$ cat src/design/rsc_regs.svh
`ifndef RSC_REGS_SVH
`define RSC_REGS_SVH

// ----------------------------------------
// Register addresses
// ----------------------------------------
`define RSC_ADDR_SUPPLY_CTRL 8'hff
`define RSC_ADDR_CAUSE 8'hef

// ----------------------------------------
// Supply monitor control fields
// ----------------------------------------
`define RSC_SMC_ENABLE_BIT 7
`define RSC_SMC_STATUS_BIT 6
`define RSC_SMC_ENABLE_RESET 1'b1
`define RSC_SMC_UNUSED_READ 6'h00

// ----------------------------------------
// Reset cause register fields
// ----------------------------------------
`define RSC_CAUSE_PIN_BIT 0
`define RSC_CAUSE_POR_BIT 1
`define RSC_CAUSE_STALL_BIT 2
`define RSC_CAUSE_WDT_BIT 3
`define RSC_CAUSE_SW_BIT 4
`define RSC_CAUSE_COMP_BIT 5
`define RSC_CAUSE_FLASH_BIT 6
`define RSC_CAUSE_RESET 7'h02

// ----------------------------------------
// Flash limits
// ----------------------------------------
`define RSC_FLASH_LAST_USER 16'h3dff

// ----------------------------------------
// Timing
// ----------------------------------------
`define RSC_CLK_MHZ 125
`define RSC_HOLD_NS 100
`define RSC_HOLD_CYC ((`RSC_HOLD_NS * `RSC_CLK_MHZ + 999) / 1000)
`define RSC_WDT_DIV 12
`define RSC_SYNC_W 4

`endif

$ cat src/design/rsc_pkg.sv
package rsc_pkg;

  // ----------------------------------------
  // Sequencer states
  // ----------------------------------------
  typedef enum logic [2:0] {
    RSC_RUN = 3'b001,
    RSC_HOLD = 3'b010,
    RSC_RELEASE = 3'b100
  } rsc_state_t;

  typedef logic [6:0] rsc_cause_t;

endpackage : rsc_pkg

$ cat src/design/rsc_reset_source.sv
`timescale 1ns/1ns
`include "rsc_regs.svh"

module rsc_reset_source (
  input wire logic clk_sys,
  input wire logic nrst,
  // Special function register port
  input wire logic [7:0] sfrAddr,
  input wire logic [7:0] sfrWrData,
  input wire logic sfrWr,
  input wire logic sfrRd,
  output logic [7:0] sfrRdData,
  // Reset pin, open drain
  input wire logic rstPinIn,
  output logic rstPinOut,
  output logic rstPinOe,
  // Analog and detector inputs
  input wire logic supplyAbove,
  input wire logic compOut,
  input wire logic oneShotExpired,
  // Watchdog link to the counter array
  input wire logic wdtOverflow,
  input wire logic wdtDisable,
  output logic wdtEnable,
  output logic wdtTick,
  // Flash access monitoring
  input wire logic flashWriteEnable,
  input wire logic xdataWrite,
  input wire logic [15:0] xdataAddr,
  input wire logic codeRead,
  input wire logic [15:0] codeAddr,
  input wire logic branchFetch,
  input wire logic [15:0] fetchAddr,
  input wire logic securityFault,
  // Results
  output logic sysRstN,
  output logic monitorEnable,
  output logic stallDetectEnable
);

  import rsc_pkg::*;

  // ----------------------------------------
  // Declarations
  // ----------------------------------------
  rsc_state_t state_q;
  rsc_state_t state_d;
  rsc_cause_t cause_q;
  rsc_cause_t pending_q;
  rsc_cause_t request;
  logic [7:0] holdCnt_q;
  logic [`RSC_SYNC_W-1:0] pinsAsync;
  logic [`RSC_SYNC_W-1:0] pinsSync;
  logic pinLow;
  logic supplyOk;
  logic compHigh;
  logic stallSeen;
  logic supplySel;
  logic stallSel;
  logic compSel;
  logic flashErr;
  logic swForce_q;
  logic stillActive;
  logic holdDone;
  logic resetRelease;
  logic running;
  logic wrCause;
  logic wrSupply;
  logic pinDrive;

  // ----------------------------------------
  // Pin and analog synchronisers
  // ----------------------------------------
  assign pinsAsync = {oneShotExpired, compOut, supplyAbove, rstPinIn};

  rsc_sync u_sync (
    .clk_sys(clk_sys),
    .nrst(nrst),
    .asyncIn(pinsAsync),
    .syncOut(pinsSync)
  );

  // Stall input leaves the sync as one after reset; harmless, the detector is unselected then
  assign pinLow = !pinsSync[0];
  assign supplyOk = pinsSync[1];
  assign compHigh = pinsSync[2];
  assign stallSeen = pinsSync[3];

  // Cause bits double as source selects while running
  assign supplySel = cause_q[`RSC_CAUSE_POR_BIT];
  assign stallSel = cause_q[`RSC_CAUSE_STALL_BIT];
  assign compSel = cause_q[`RSC_CAUSE_COMP_BIT];

  assign running = (state_q == RSC_RUN);
  assign wrCause = running && sfrWr && (sfrAddr == `RSC_ADDR_CAUSE);
  assign wrSupply = running && sfrWr && (sfrAddr == `RSC_ADDR_SUPPLY_CTRL);

  // ----------------------------------------
  // Flash address checks
  // ----------------------------------------
  always_comb begin
    flashErr = 1'b0;
    if (flashWriteEnable && xdataWrite && (xdataAddr > `RSC_FLASH_LAST_USER)) begin
      flashErr = 1'b1;
    end
    if (codeRead && (codeAddr > `RSC_FLASH_LAST_USER)) begin
      flashErr = 1'b1;
    end
    if (branchFetch && (fetchAddr > `RSC_FLASH_LAST_USER)) begin
      flashErr = 1'b1;
    end
    if (securityFault) begin
      flashErr = 1'b1;
    end
  end

  // ----------------------------------------
  // Reset requests, one bit per cause position
  // ----------------------------------------
  always_comb begin
    request = '0;
    request[`RSC_CAUSE_PIN_BIT] = pinLow;
    request[`RSC_CAUSE_POR_BIT] = monitorEnable && supplySel && !supplyOk;
    request[`RSC_CAUSE_STALL_BIT] = stallSel && stallSeen;
    request[`RSC_CAUSE_WDT_BIT] = wdtEnable && wdtOverflow;
    request[`RSC_CAUSE_SW_BIT] = swForce_q;
    request[`RSC_CAUSE_COMP_BIT] = compSel && !compHigh;
    request[`RSC_CAUSE_FLASH_BIT] = flashErr;
  end

  // Level sources keep the device in reset while they persist
  assign stillActive = pinLow
    || (pending_q[`RSC_CAUSE_POR_BIT] && !supplyOk)
    || (pending_q[`RSC_CAUSE_COMP_BIT] && !compHigh);
  assign holdDone = (holdCnt_q == 8'((`RSC_HOLD_CYC) - 1));

  // ----------------------------------------
  // Sequencer
  // ----------------------------------------
  always_comb begin
    state_d = state_q;
    case (state_q)
      RSC_RUN: begin
        if (request != '0) begin
          state_d = RSC_HOLD;
        end
      end
      RSC_HOLD: begin
        if (holdDone && !stillActive) begin
          state_d = RSC_RELEASE;
        end
      end
      RSC_RELEASE: begin
        state_d = RSC_RUN;
      end
      default: begin
        state_d = RSC_RUN;
      end
    endcase
  end

  always_ff @(posedge clk_sys) begin
    if (!nrst) begin
      state_q <= RSC_HOLD;
    end else begin
      state_q <= state_d;
    end
  end

  assign resetRelease = (state_q == RSC_RELEASE);

  // ----------------------------------------
  // Hold counter
  // ----------------------------------------
  // Minimum hold, so a one-cycle request still gives a full reset pulse
  always_ff @(posedge clk_sys) begin
    if (!nrst || running) begin
      holdCnt_q <= 8'h00;
    end else if (state_q == RSC_HOLD && !holdDone) begin
      holdCnt_q <= holdCnt_q + 8'h01;
    end
  end

  // ----------------------------------------
  // Cause capture; first cause wins by fixed priority
  // ----------------------------------------
  always_ff @(posedge clk_sys) begin
    if (!nrst) begin
      pending_q <= rsc_cause_t'(`RSC_CAUSE_RESET);
    end else if (running && request != '0) begin
      pending_q <= '0;
      if (request[`RSC_CAUSE_POR_BIT]) begin
        pending_q[`RSC_CAUSE_POR_BIT] <= 1'b1;
      end else if (request[`RSC_CAUSE_PIN_BIT]) begin
        pending_q[`RSC_CAUSE_PIN_BIT] <= 1'b1;
      end else if (request[`RSC_CAUSE_STALL_BIT]) begin
        pending_q[`RSC_CAUSE_STALL_BIT] <= 1'b1;
      end else if (request[`RSC_CAUSE_COMP_BIT]) begin
        pending_q[`RSC_CAUSE_COMP_BIT] <= 1'b1;
      end else if (request[`RSC_CAUSE_WDT_BIT]) begin
        pending_q[`RSC_CAUSE_WDT_BIT] <= 1'b1;
      end else if (request[`RSC_CAUSE_FLASH_BIT]) begin
        pending_q[`RSC_CAUSE_FLASH_BIT] <= 1'b1;
      end else begin
        pending_q[`RSC_CAUSE_SW_BIT] <= 1'b1;
      end
    end
  end

  // ----------------------------------------
  // Reset cause register
  // ----------------------------------------
  always_ff @(posedge clk_sys) begin
    if (!nrst) begin
      cause_q <= rsc_cause_t'(`RSC_CAUSE_RESET);
    end else if (resetRelease) begin
      cause_q <= pending_q;
    end else if (wrCause) begin
      cause_q[`RSC_CAUSE_POR_BIT] <= sfrWrData[`RSC_CAUSE_POR_BIT];
      cause_q[`RSC_CAUSE_STALL_BIT] <= sfrWrData[`RSC_CAUSE_STALL_BIT];
      cause_q[`RSC_CAUSE_COMP_BIT] <= sfrWrData[`RSC_CAUSE_COMP_BIT];
    end
  end

  // Write of one to the force bit requests reset on the next edge
  always_ff @(posedge clk_sys) begin
    if (!nrst) begin
      swForce_q <= 1'b0;
    end else begin
      swForce_q <= wrCause && sfrWrData[`RSC_CAUSE_SW_BIT];
    end
  end

  // ----------------------------------------
  // Supply monitor enable
  // ----------------------------------------
  always_ff @(posedge clk_sys) begin
    if (!nrst) begin
      monitorEnable <= `RSC_SMC_ENABLE_RESET;
    end else if (wrSupply) begin
      monitorEnable <= sfrWrData[`RSC_SMC_ENABLE_BIT];
    end
  end

  // ----------------------------------------
  // Stalled clock detector enable
  // ----------------------------------------
  always_ff @(posedge clk_sys) begin
    if (!nrst) begin
      stallDetectEnable <= 1'b0;
    end else begin
      stallDetectEnable <= stallSel;
    end
  end

  // ----------------------------------------
  // Register reads, answered one cycle later
  // ----------------------------------------
  always_ff @(posedge clk_sys) begin
    if (!nrst) begin
      sfrRdData <= 8'h00;
    end else if (sfrRd && sfrAddr == `RSC_ADDR_SUPPLY_CTRL) begin
      sfrRdData <= {monitorEnable, supplyOk, `RSC_SMC_UNUSED_READ};
    end else if (sfrRd && sfrAddr == `RSC_ADDR_CAUSE) begin
      sfrRdData <= {1'b0, cause_q};
    end else begin
      sfrRdData <= 8'h00;
    end
  end

  // ----------------------------------------
  // Internal reset and reset pin
  // ----------------------------------------
  always_ff @(posedge clk_sys) begin
    if (!nrst) begin
      sysRstN <= 1'b0;
    end else begin
      sysRstN <= (state_d == RSC_RUN);
    end
  end

  // Only power-on and supply resets pull the pin
  // Drive lets go once hold is met and supply is good; the pin's own
  // low would otherwise keep the sequencer in hold for ever
  always_comb begin
    pinDrive = 1'b0;
    if (state_d == RSC_HOLD) begin
      if (running) begin
        pinDrive = request[`RSC_CAUSE_POR_BIT];
      end else begin
        pinDrive = pending_q[`RSC_CAUSE_POR_BIT] && !(holdDone && supplyOk);
      end
    end
  end

  always_ff @(posedge clk_sys) begin
    if (!nrst) begin
      rstPinOe <= 1'b1;
      rstPinOut <= 1'b0;
    end else begin
      rstPinOut <= 1'b0;
      rstPinOe <= pinDrive;
    end
  end

  // ----------------------------------------
  // Watchdog enable and clock
  // ----------------------------------------
  rsc_wdt_clk u_wdt (
    .clk_sys(clk_sys),
    .nrst(nrst),
    .resetRelease(resetRelease),
    .wdtDisable(wdtDisable),
    .wdtEnable(wdtEnable),
    .wdtTick(wdtTick)
  );

endmodule : rsc_reset_source

$ cat src/design/rsc_sync.sv
`timescale 1ns/1ns
`include "rsc_regs.svh"

module rsc_sync (
  input wire logic clk_sys,
  input wire logic nrst,
  input wire logic [`RSC_SYNC_W-1:0] asyncIn,
  output logic [`RSC_SYNC_W-1:0] syncOut
);

  logic [`RSC_SYNC_W-1:0] stage1_q;

  // ----------------------------------------
  // Two flops per bit; first stage feeds only the second
  // ----------------------------------------
  genvar i;
  generate
    for (i = 0; i < `RSC_SYNC_W; i++) begin : g_bit
      always_ff @(posedge clk_sys) begin
        if (!nrst) begin
          stage1_q[i] <= 1'b1;
          syncOut[i] <= 1'b1;
        end else begin
          stage1_q[i] <= asyncIn[i];
          syncOut[i] <= stage1_q[i];
        end
      end
    end
  endgenerate

endmodule : rsc_sync

$ cat src/design/rsc_wdt_clk.sv
`timescale 1ns/1ns
`include "rsc_regs.svh"

module rsc_wdt_clk (
  input wire logic clk_sys,
  input wire logic nrst,
  input wire logic resetRelease,
  input wire logic wdtDisable,
  output logic wdtEnable,
  output logic wdtTick
);

  logic [3:0] divCnt_q;

  // ----------------------------------------
  // Watchdog enable, set again after every reset
  // ----------------------------------------
  always_ff @(posedge clk_sys) begin
    if (!nrst) begin
      wdtEnable <= 1'b1;
    end else if (resetRelease) begin
      wdtEnable <= 1'b1;
    end else if (wdtDisable) begin
      wdtEnable <= 1'b0;
    end
  end

  // ----------------------------------------
  // System clock divided by twelve, as an enable pulse
  // ----------------------------------------
  always_ff @(posedge clk_sys) begin
    if (!nrst || resetRelease) begin
      divCnt_q <= 4'h0;
      wdtTick <= 1'b0;
    end else if (divCnt_q == 4'((`RSC_WDT_DIV) - 1)) begin
      divCnt_q <= 4'h0;
      wdtTick <= 1'b1;
    end else begin
      divCnt_q <= divCnt_q + 4'h1;
      wdtTick <= 1'b0;
    end
  end

endmodule : rsc_wdt_clk

$ cat config.mk
export PLATFORM = sky130hd
export DESIGN_NAME = rsc_reset_source
export DESIGN_NICKNAME = d
export VERILOG_FILES = /design/src/design/rsc_pkg.sv /design/src/design/rsc_reset_source.sv /design/src/design/rsc_sync.sv /design/src/design/rsc_wdt_clk.sv
export VERILOG_INCLUDE_DIRS = /design/src /design/src/design
export SDC_FILE = /design/constraint.sdc
export NUM_CORES = 1
export LEC_CHECK = 0
export BUFFER_PORTS_ARGS = -buffer_cell sky130_fd_sc_hd__buf_2
export CAP_MARGIN = 20
export CORE_UTILIZATION = 25
export CTS_CLUSTER_SIZE = 8
export DETAILED_ROUTE_END_ITERATION = 10
export PLACE_DENSITY = 0.53
export SLEW_MARGIN = 20
export SYNTH_ARGS = -nofsm -noshare
export SYNTH_HDL_FRONTEND = slang
export SYNTH_SLANG_ARGS = --single-unit
$ cat constraint.sdc
create_clock -name clk_sys -period 2.8 [get_ports clk_sys]
set_clock_uncertainty 0.1 [all_clocks]
set_input_delay 0.56 -clock clk_sys [delete_from_list [all_inputs] [get_ports clk_sys]]
set_output_delay 0.56 -clock clk_sys [all_outputs]
set_load 0.05 [all_outputs]
==> flow_summary.json, run 1 <==
{
  "status": "finished clean",
  "cp_max_fo": 9,
  "syn_area_per_cell_um2": 9.38,
  "wl_per_cell_um": 10.9,
  "hpwl_um": 3260,
  "ys_types": 42,
  "syn-cell-area_mm2": 0.00212,
  "met1Wirelength_um": 2090,
  "clk_path_buf_depth": 2,
  "slew_viol_final": 0,
  "p_switching_mw": 0.311,
  "grt_pass1_vias": 1520,
  "die_h_um": 94.1,
  "end_kind": "flip-flop",
  "antennaDiodeCount": 0,
  "ys_warn_count": 0,
  "min_from": "u_sync.stage1_q[0]$_SDFF_PN1_",
  "total_leakage_power_nw": 1.10,
  "r2r-start": "state_q[2]$_SDFF_PN0_",
  "track_usage_pct": 10.3,
  "drtIter0Drc": 51,
  "antenna_left": 0,
  "drive_above_1_share_pct": 27.0,
  "seq_power_share_pct": 59.1,
  "first_pass_iters": 4,
  "cp-start-kind": "flip-flop",
  "setup_violations": 0,
  "crit_type": "reg2reg",
  "nNetsFinal": 370,
  "cellInternalPower_mw": 0.982,
  "cts_max_level": 2,
  "ir_drop_mv": 0.162,
  "power.total_mw": 1.29,
  "start_util_pct": 25.8,
  "via_per_inst": 4.28,
  "syn_inst": 226,
  "die_w_um": 94.1,
  "post-cts-setup-buffer-count": 0,
  "cts.sink_count": 52,
  "p_per_area_mw_per_mm2": 494,
  "vias": 1688,
  "rows": 33,
  "routed_wl_um": 4280,
  "cts_resized": 0,
  "gr-total-overflow": 0,
  "p_comb_share_pct": 7.9,
  "p_sw_share_pct": 24.1,
  "cts_tree": "built",
  "final_cell_mix": "62 x buf_2, 52 x dfxtp_1, 24 x nand2_1",
  "drc": 0,
  "clkPwrFrac_pct": 33.0,
  "syn_nets": 308,
  "hold_class": "reg2reg",
  "highest_layer": "met4",
  "rsz0062_at_grt": "false",
  "min_period_ns": 1.79,
  "ios": 94,
  "grt_max_degree": 22,
  "period_share_pct": 63.8,
  "worstPathArrival_ns": 1.89,
  "wl_met2_um": 1870,
  "cts.hold.buffers_added": 0,
  "core_mm2": 0.00822,
  "antenna_found_initial": 0,
  "fmax_ghz": 0.560,
  "startpoint": "state_q[2]$_SDFF_PN0_",
  "grt_first_pass_wirelength_um": 6980,
  "setup_tns_ns": 0,
  "portBuffers": 62,
  "worstSkewPairLatency_ns": 0.30,
  "area_growth_pct": 23.6,
  "layout_commonest_cell": "buf_2",
  "met3WireLength_um": 260,
  "finalHoldViolCount": 0,
  "die_area_mm2": 0.00885,
  "gp_congestion": 0.728,
  "drv_cap": 0,
  "path_clk_slew_ns": 0.09,
  "synth_seq_area_share_pct": 49.1,
  "cts_root_buf": "clkbuf_8",
  "worst_ep_required_time_ns": 2.90,
  "synth-seq-cells": 52,
  "holdWs_ns": 0.313,
  "cts-buffers-inserted": 5
}
==> cell type report <==
type	instances	area [um2]
Clock buffer	5	68.8
Timing Repair Buffer	63	318
Fill cell	872	5600
Tap cell	105	131
Inverter	4	15.0
Clock inverter	3	23.8
Multi-Input combinational cell	162	1020
Sequential cell	52	1040
==> logic make-up after synthesis <==
kind of cell | synth area share, %
simple gates | 28.9
flops | 49.1
compound gates | 10.1
buf+inv | 2.72
mux | 4.72
xor+xnor | 2.48
fa+ha+maj | 1.77
other cells | 0.177
==> metal layers <==
layer / GRT usage (%) / up-vias
li1: - / 900
met1: 13.3 / 741
met2: 16.1 / 42
met3: 2.91 / 5
met4: 4.23 / 0
met5: 0 / -
==> final timing paths <==
kind	endpoint	slack, ns	cells past startpoint
hold reg to reg	u_sync.syncOut[0]$_SDFF_PN1_	0.31	1
setup reg to reg	cause_q[1]$_SDFFE_PN1P_	1.01	4
setup / recovery	cause_q[1]$_SDFFE_PN1P_	1.01	4
hold / removal	u_sync.syncOut[0]$_SDFF_PN1_	0.31	1
==> through the flow <==
stage | instances | util, % | area [um2] | setup slack, ns
after global placement | 386 | 30.7 | 2530 | 0.749
after detailed placement | 386 | 30.7 | 2530 | 0.763
final | 394 | 31.9 | 2620 | 1.01
after global routing | 394 | 31.9 | 2620 | 0.846
after CTS | 394 | 31.9 | 2620 | 0.986
after floorplan | 226 | - | 2120 | 1.06
==> registers in the layout (all words and copies together) (netlist names), 3 cells and up <==
register	flops
cause_q	7
sfrRdData	8
u_wdt.divCnt_q	4
u_sync.syncOut	4
holdCnt_q	8
u_sync.stage1_q	4
pending_q	7
state_q	3
==> power groups by stage <==
stage	Clock, mW	Sequential (mW)	Combinational (mW)
global placement	0	0.781	0.102
CTS	0.448	0.765	0.104
global route	0.478	0.767	0.117
detailed placement	0	0.782	0.104
floorplan	0	0.783	0.0544
finish	0.427	0.764	0.102
==> worst max-delay path: stages, from the launching register on <==
cell and delay, ns:
dfxtp_1 0.42, nor3b_2 0.45, and4b_1 0.41, mux2i_1 0.24
a21oi_1 0.08
==> cell usage after synthesis (all sizes together) <==
master	n	share of area, %
a211oi	1	0.35
a21boi	6	2.1
a21o	1	0.35
a21oi	8	2.1
a311oi	1	0.71
and2	10	3.0
and3	7	2.1
and4	1	0.41
and4b	1	0.47
buf	3	1.1
clkbuf	5	0.89
conb	1	0.18
dfxtp	52	49
ha	3	1.8
inv	4	0.71
mux2i	10	4.7
nand2	24	4.3
nand2b	12	3.5
nand3	11	2.6
nand3b	4	2.0
nand4	5	1.5
nand4b	2	0.83
nor2	21	3.7
nor3b	4	1.9
nor4	2	0.89
o2111ai	1	0.41
o211ai	2	0.71
o21ai	11	2.6
o21bai	1	0.35
o22a	1	0.41
or3	3	0.89
or3b	2	0.94
xnor2	5	2.1
xor2	1	0.41
No activity file was read; power rests on OpenSTA's default activity.
==> run 2: changes to the inputs <==
--- a/config.mk
+++ b/config.mk
@@ -6,12 +6,13 @@
 export SDC_FILE = /design/constraint.sdc
 export NUM_CORES = 1
 export LEC_CHECK = 0
+export ABC_AREA = 1
 export BUFFER_PORTS_ARGS = -buffer_cell sky130_fd_sc_hd__buf_2
 export CAP_MARGIN = 20
 export CORE_UTILIZATION = 25
 export CTS_CLUSTER_SIZE = 8
 export DETAILED_ROUTE_END_ITERATION = 10
-export PLACE_DENSITY = 0.53
+export PLACE_DENSITY = 0.54
 export SLEW_MARGIN = 20
 export SYNTH_ARGS = -nofsm -noshare
 export SYNTH_HDL_FRONTEND = slang
==> constraint.sdc (replaced) <==
create_clock -name clk_sys -period 1.6 [get_ports clk_sys]
set_clock_uncertainty 0.1 [all_clocks]
set_input_delay 0.32 -clock clk_sys [delete_from_list [all_inputs] [get_ports clk_sys]]
set_output_delay 0.32 -clock clk_sys [all_outputs]
set_load 0.05 [all_outputs]
==> run 2 against run 1 <==
  * Wire length up 11%
  * Synthesized cell count up 26%
  * Largest cell class unchanged
  * Hold slack worse by 0.23 ns
  * First-iteration DRC count up 20%
  * Cell area up 8.2%
  * Non-clock buffer count up 14
==> flow_summary.json, run 2 <==
{
  "gp_congestion": 0.823,
  "antennaDiodeCount": 0,
  "worstSkewPairLatency_ns": 0.31,
  "worstPathArrival_ns": 1.61,
  "ir_drop_mv": 0.463,
  "syn-cell-area_mm2": 0.00219,
  "hold_depth": 2,
  "cts_tree": "built",
  "cts_root_buf": "clkbuf_8",
  "path_clk_slew_ns": 0.10,
  "finalWorstSetupSlack_ns": 0.0959,
  "routed_wl_um": 4760,
  "die_area_mm2": 0.00915,
  "place_ws_ns": -0.00537,
  "synthTopCellsByArea": "dfxtp_1 47%, nand2_1 9.8%, inv_1 6.2%, nor2_1 5.0%, a21oi_1 4.8%",
  "start_util_pct": 26.3,
  "layout_commonest_cell": "buf_2",
  "antenna_left": 0,
  "synth_commonest_cells": "57 x nand2_1, 52 x dfxtp_1, 36 x inv_1",
  "yosysTopAreaCellShare_pct": 47.5,
  "via_per_inst": 4.19,
  "power.total_mw": 2.46,
  "p_per_area_mw_per_mm2": 867,
  "synth_ff_type": "dfxtp_1",
  "ys_warn_count": 0,
  "yosys.cell_count.top_type": "nand2_1",
  "hpwl_um": 3760,
  "worst_ep_required_time_ns": 1.70,
  "antenna_found_initial": 0,
  "drtIter0Drc": 61,
  "holdWs_ns": 0.0794,
  "syn_nets": 367,
  "total_leakage_power_nw": 1.35,
  "slew_viol_final": 0,
  "worstRegToRegCells": 10,
  "vias": 1970,
  "syn_area_per_cell_um2": 7.70,
  "first_pass_iters": 4,
  "die_h_um": 95.7,
  "cts_max_level": 2,
  "drc": 0,
  "top_regs": "holdCnt_q: 8 flops, sfrRdData: 8 flops",
  "synth_edf_count": 0,
  "cts.hold.buffers_added": 0,
  "nNetsFinal": 446,
  "clk_path_buf_depth": 2,
  "crit_type": "reg2reg",
  "cp_max_fo": 3,
  "end_kind": "flip-flop",
  "die_w_um": 95.7,
  "syn_inst": 285,
  "grt_first_pass_wirelength_um": 8340,
  "ios": 94,
  "core_mm2": 0.00834,
  "drv_cap": 0,
  "rows": 33,
  "fmax_ghz": 0.665,
  "track_usage_pct": 11.6,
  "synth_async_sr_flop_share_pct": 0,
  "wl_per_cell_um": 10.1,
  "setup_violations": 0,
  "drive_above_1_share_pct": 31.8,
  "cp-start-kind": "flip-flop",
  "period_share_pct": 94.0,
  "synth_seq_area_share_pct": 47.5,
  "synth-seq-cells": 52,
  "reg2reg_slack_ns": 0.1,
  "min_period_ns": 1.50,
  "cts-buffers-inserted": 5,
  "yosys.area.top_type": "dfxtp_1",
  "area_growth_pct": 29.2,
  "status": "finished clean",
  "hold_class": "in2reg",
  "gr-total-overflow": 0,
  "grt_max_degree": 18,
  "min_to": "u_wdt.wdtEnable$_SDFFE_PP1P_",
  "reg2reg_to": "rstPinOe$_SDFF_PN1_",
  "min_from": "wdtDisable",
  "final_cell_mix": "62 x buf_2, 57 x nand2_1, 51 x dfxtp_1",
  "finalHoldViolCount": 0,
  "ys_types": 32,
  "grt_pass1_vias": 1929,
  "rsz0062_at_grt": "true",
  "r2r-start": "holdCnt_q[1]$_SDFFE_PP0P_",
  "portBuffers": 62,
  "cts.sink_count": 52,
  "n_fill_cell": 884
}
## run 2: cells by family after synthesis
kind of cell	share of synthesized area (%)
flops	47.5
other cells	0.171
buf+inv	7.82
compound gates	9.36
simple gates	32.3
fa+ha+maj	1.71
xor+xnor	1.20
## run 2: worst max-delay path, stage by stage (launching register included)
cell     delay (ns)
dfxtp_2        0.33
inv_2          0.06
ha_1           0.13
nor3b_4        0.18
nand3_2        0.14
inv_1          0.08
nand4_1        0.11
nand2_1        0.12
nand2_1        0.06
nand2_1        0.06
nand2_1        0.05
## run 2: worst max path at each step
| stage | end | cells past startpoint | start |
|---|---|---|---|
| floorplan | pending_q[1]$_SDFFE_PN1P_ | 7 | monitorEnable$_SDFFE_PN1P_ |
| global placement | pending_q[5]$_SDFFE_PN0P_ | 8 | fetchAddr[14] |
| detailed placement | pending_q[4]$_SDFFE_PN0P_ | 8 | fetchAddr[14] |
| CTS | holdCnt_q[5]$_SDFFE_PP0P_ | 9 | holdCnt_q[1]$_SDFFE_PP0P_ |
| global route | rstPinOe$_SDFF_PN1_ | 10 | holdCnt_q[1]$_SDFFE_PP0P_ |
| finish | rstPinOe$_SDFF_PN1_ | 10 | holdCnt_q[1]$_SDFFE_PP0P_ |
## run 2: final cells by class
| class | instances | area [um2] | area share, % |
|---|---|---|---|
| sequential | 52 | 1040 | 36.8 |
| multi-input combinational | 189 | 1000 | 35.4 |
| timing repair buffer | 77 | 423 | 14.9 |
| inverter | 39 | 146 | 5.17 |
| tap | 105 | 131 | 4.64 |
| clock buffer | 6 | 72.6 | 2.56 |
| clock inverter | 2 | 16.3 | 0.574 |
## run 2: metrics by stage
step / std cells / area, um2 / TNS [ns] / util [%]
final: 470 / 2830 / 0 / 34.0
after global routing: 470 / 2830 / -0.0351 / 34.0
after CTS: 469 / 2810 / 0 / 33.7
after detailed placement: 461 / 2720 / -0.00675 / 32.6
after global placement: 461 / 2720 / 0 / 32.6
after floorplan: 285 / 2190 / 0 / -
## run 2: power by group
group / total [mW] / internal, mW / switching (mW)
logic: 0.347 / 0.160 / 0.187
registers: 1.36 / 1.34 / 0.0269
clock network: 0.746 / 0.312 / 0.434
total: 2.46 / 1.81 / 0.648
## run 2: what timing repair did
action | in CTS | in global routing
resized for setup | 2 | 6
pin swaps | 1 | 2
buffers inserted | 0 | 1
endpoints found under the setup margin | 4 | 13
## run 2: metal layers
metal / GRT usage (%) / wire length, um / vias up
met1: 15.3 / 2370 / 869
li1: - / - / 1064
met3: 2.71 / 173 / 7
met2: 18.8 / 2130 / 30
met5: 0 / 0 / -
met4: 3.61 / 93 / 0
==> run 3: changes to the inputs <==
--- a/config.mk
+++ b/config.mk
@@ -9,10 +9,10 @@
 export ABC_AREA = 1
 export BUFFER_PORTS_ARGS = -buffer_cell sky130_fd_sc_hd__buf_2
 export CAP_MARGIN = 20
-export CORE_UTILIZATION = 25
+export CORE_UTILIZATION = 42
 export CTS_CLUSTER_SIZE = 8
 export DETAILED_ROUTE_END_ITERATION = 10
-export PLACE_DENSITY = 0.54
+export PLACE_DENSITY = 0.75
 export SLEW_MARGIN = 20
 export SYNTH_ARGS = -nofsm -noshare
 export SYNTH_HDL_FRONTEND = slang
==> run 3 against run 2 <==
  * Combinational power about the same
  * Critical path depth unchanged
  * Sequential power about the same
  * Global-route usage increased by 6.1 points
  * Clock power increased by 3.2%
  * Non-clock buffer count decreased by 4
  * Hold slack improved by 0.015 ns
  * Final cell count decreased by 8.9%
  * Clock-buffer cell count decreased by 1
  * Critical endpoint unchanged
  * Highest routed layer unchanged
  * Largest cell class unchanged
==> flow_summary.json, run 3 (synthesized netlist as in run 2, its figures left out) <==
{
  "placedCellCount": 419,
  "min_period_ns": 1.53,
  "antennaDiodeCount": 0,
  "p_comb_share_pct": 13.9,
  "min_to": "u_wdt.wdtEnable$_SDFFE_PP1P_",
  "antenna_left": 0,
  "clkPwrFrac_pct": 31.1,
  "p_sw_share_pct": 26.9,
  "hold_depth": 2,
  "end_kind": "flip-flop",
  "status": "finished clean",
  "gp_congestion": 0.864,
  "r2r-start": "holdCnt_q[1]$_SDFFE_PP0P_",
  "portBuffers": 62,
  "worstPathArrival_ns": 1.64,
  "final_util_pct": 57.0,
  "setup_tns_ns": 0,
  "core_mm2": 0.00488,
  "reg2reg_slack_ns": 0.07,
  "die_area_mm2": 0.00552,
  "min_from": "wdtDisable",
  "finalHoldViolCount": 0,
  "stdcell_count": 428,
  "cts_tree": "built",
  "rows": 25,
  "grt_first_pass_wirelength_um": 7580,
  "start_util_pct": 44.9,
  "fmax_ghz": 0.652,
  "layout_commonest_cell": "buf_2",
  "cellInternalPower_mw": 1.81,
  "cp-start-kind": "flip-flop",
  "holdWs_ns": 0.0949,
  "slowest_delay_ns": 0.33,
  "vias": 1997,
  "rsz0062_at_grt": "true",
  "hold_class": "in2reg",
  "ir_drop_mv": 0.604,
  "routed_wl_um": 4430,
  "nNetsFinal": 442,
  "cts_root_buf": "clkbuf_8",
  "cts-buffers-inserted": 5,
  "worstRegToRegCells": 10,
  "cts.sink_count": 52,
  "final_cell_mix": "62 x buf_2, 57 x nand2_1, 50 x dfxtp_1",
  "via_per_inst": 4.67,
  "period_share_pct": 95.9,
  "grt_max_degree": 22,
  "drive_above_1_share_pct": 31.6,
  "cp_cell_sequence": "inv_2 -> ha_1 -> nor3b_4 -> nand3_2 -> inv_1 -> nand4_1 -> nand2_1 -> nand2_1 -> nand2_1 -> nand2_1",
  "die_w_um": 74.3,
  "slew_viol_final": 0,
  "total_leakage_power_nw": 1.33,
  "wl_per_cell_um": 10.3,
  "ios": 94,
  "drv_cap": 0,
  "track_usage_pct": 17.7,
  "seq_power_share_pct": 55.0,
  "worst_ep_required_time_ns": 1.70,
  "hpwl_um": 3360,
  "n_fill_cell": 455,
  "drc": 0,
  "cp_max_fo": 3,
  "first_pass_iters": 4,
  "p_switching_mw": 0.667,
  "crit_buf_inv": 2,
  "cts_max_level": 2,
  "cp_common_cell": "nand2_1",
  "top_regs": "holdCnt_q: 8 flops, sfrRdData: 8 flops",
  "crit_type": "reg2reg",
  "crit_slowest_cell": "dfxtp_2",
  "die_h_um": 74.3,
  "clk_path_buf_depth": 2,
  "reg2reg_to": "rstPinOe$_SDFF_PN1_",
  "grt_pass1_vias": 1805,
  "cts.hold.buffers_added": 0,
  "gr-total-overflow": 0,
  "cp_top_family": "simple AND/OR/NAND/NOR gates",
  "path_clk_slew_ns": 0.10,
  "area_growth_pct": 26.9,
  "setup_violations": 0,
  "antenna_found_initial": 0,
  "worstSkewPairLatency_ns": 0.30,
  "p_per_area_mw_per_mm2": 891,
  "drtIter0Drc": 126
}
[run 3: changes by cell type in the layout (fill, tap and decap cells not counted), moves of 2 or more]
| cell | previous run | this run |
|---|---|---|
| nor2_4 | 1 | 3 |
| nand3_2 | 4 | 2 |
| nor2_2 | 2 | 0 |
| buf_4 | 15 | 11 |
[run 3: repair_timing]
action | 4_1_cts | 5_1_grt
buffers inserted | 0 | 1
resized for setup | 0 | 13
setup endpoints to repair | 0 | 14
[run 3: worst max-delay path by stage]
stage / end / slack (ns) / start / cells after the start
global placement: rstPinOe$_SDFF_PN1_ / 0.001 / fetchAddr[14] / 9
floorplan: pending_q[1]$_SDFFE_PN1P_ / 0.04 / monitorEnable$_SDFFE_PN1P_ / 7
finish: rstPinOe$_SDFF_PN1_ / 0.07 / holdCnt_q[1]$_SDFFE_PP0P_ / 10
CTS: holdCnt_q[5]$_SDFFE_PP0P_ / 0.009 / holdCnt_q[0]$_SDFFE_PP0P_ / 9
global route: rstPinOe$_SDFF_PN1_ / -0.06 / holdCnt_q[1]$_SDFFE_PP0P_ / 10
detailed placement: rstPinOe$_SDFF_PN1_ / -0.04 / fetchAddr[14] / 9
[run 3: layer usage]
| layer | wire [um] | track usage, % |
|---|---|---|
| met3 | 236 | 4.07 |
| met2 | 2050 | 30.0 |
| met5 | 0 | 0 |
| met4 | 41 | 4.40 |
| met1 | 2090 | 22.9 |
[run 3: power by group through the flow]
| stage | combinational [mW] | sequential (mW) | clock [mW] |
|---|---|---|---|
| floorplan | 0.174 | 1.41 | 0 |
| global placement | 0.316 | 1.39 | 0 |
| detailed placement | 0.323 | 1.39 | 0 |
| CTS | 0.324 | 1.36 | 0.793 |
| global route | 0.392 | 1.37 | 0.854 |
| finish | 0.345 | 1.36 | 0.770 |
[run 3: area by class of cell]
type,instances,area [um2],area share (%)
repair buffers,73,393,14.1
well taps,67,83.8,3.01
clock buffers,5,68.8,2.47
clock inverters,3,27.5,0.989
inverters,39,146,5.26
multi-input cells,189,1020,36.6
flip-flops and latches,52,1040,37.5
[run 3: per-stage QoR]
step | power (mW) | cell area [um2] | worst slack, ns
after floorplan | 1.59 | 2190 | 0.0373
after global placement | 1.70 | 2640 | 0.00150
after detailed placement | 1.71 | 2640 | -0.0363
after CTS | 2.48 | 2730 | 0.00949
after global routing | 2.62 | 2780 | -0.0626
final | 2.48 | 2780 | 0.0661
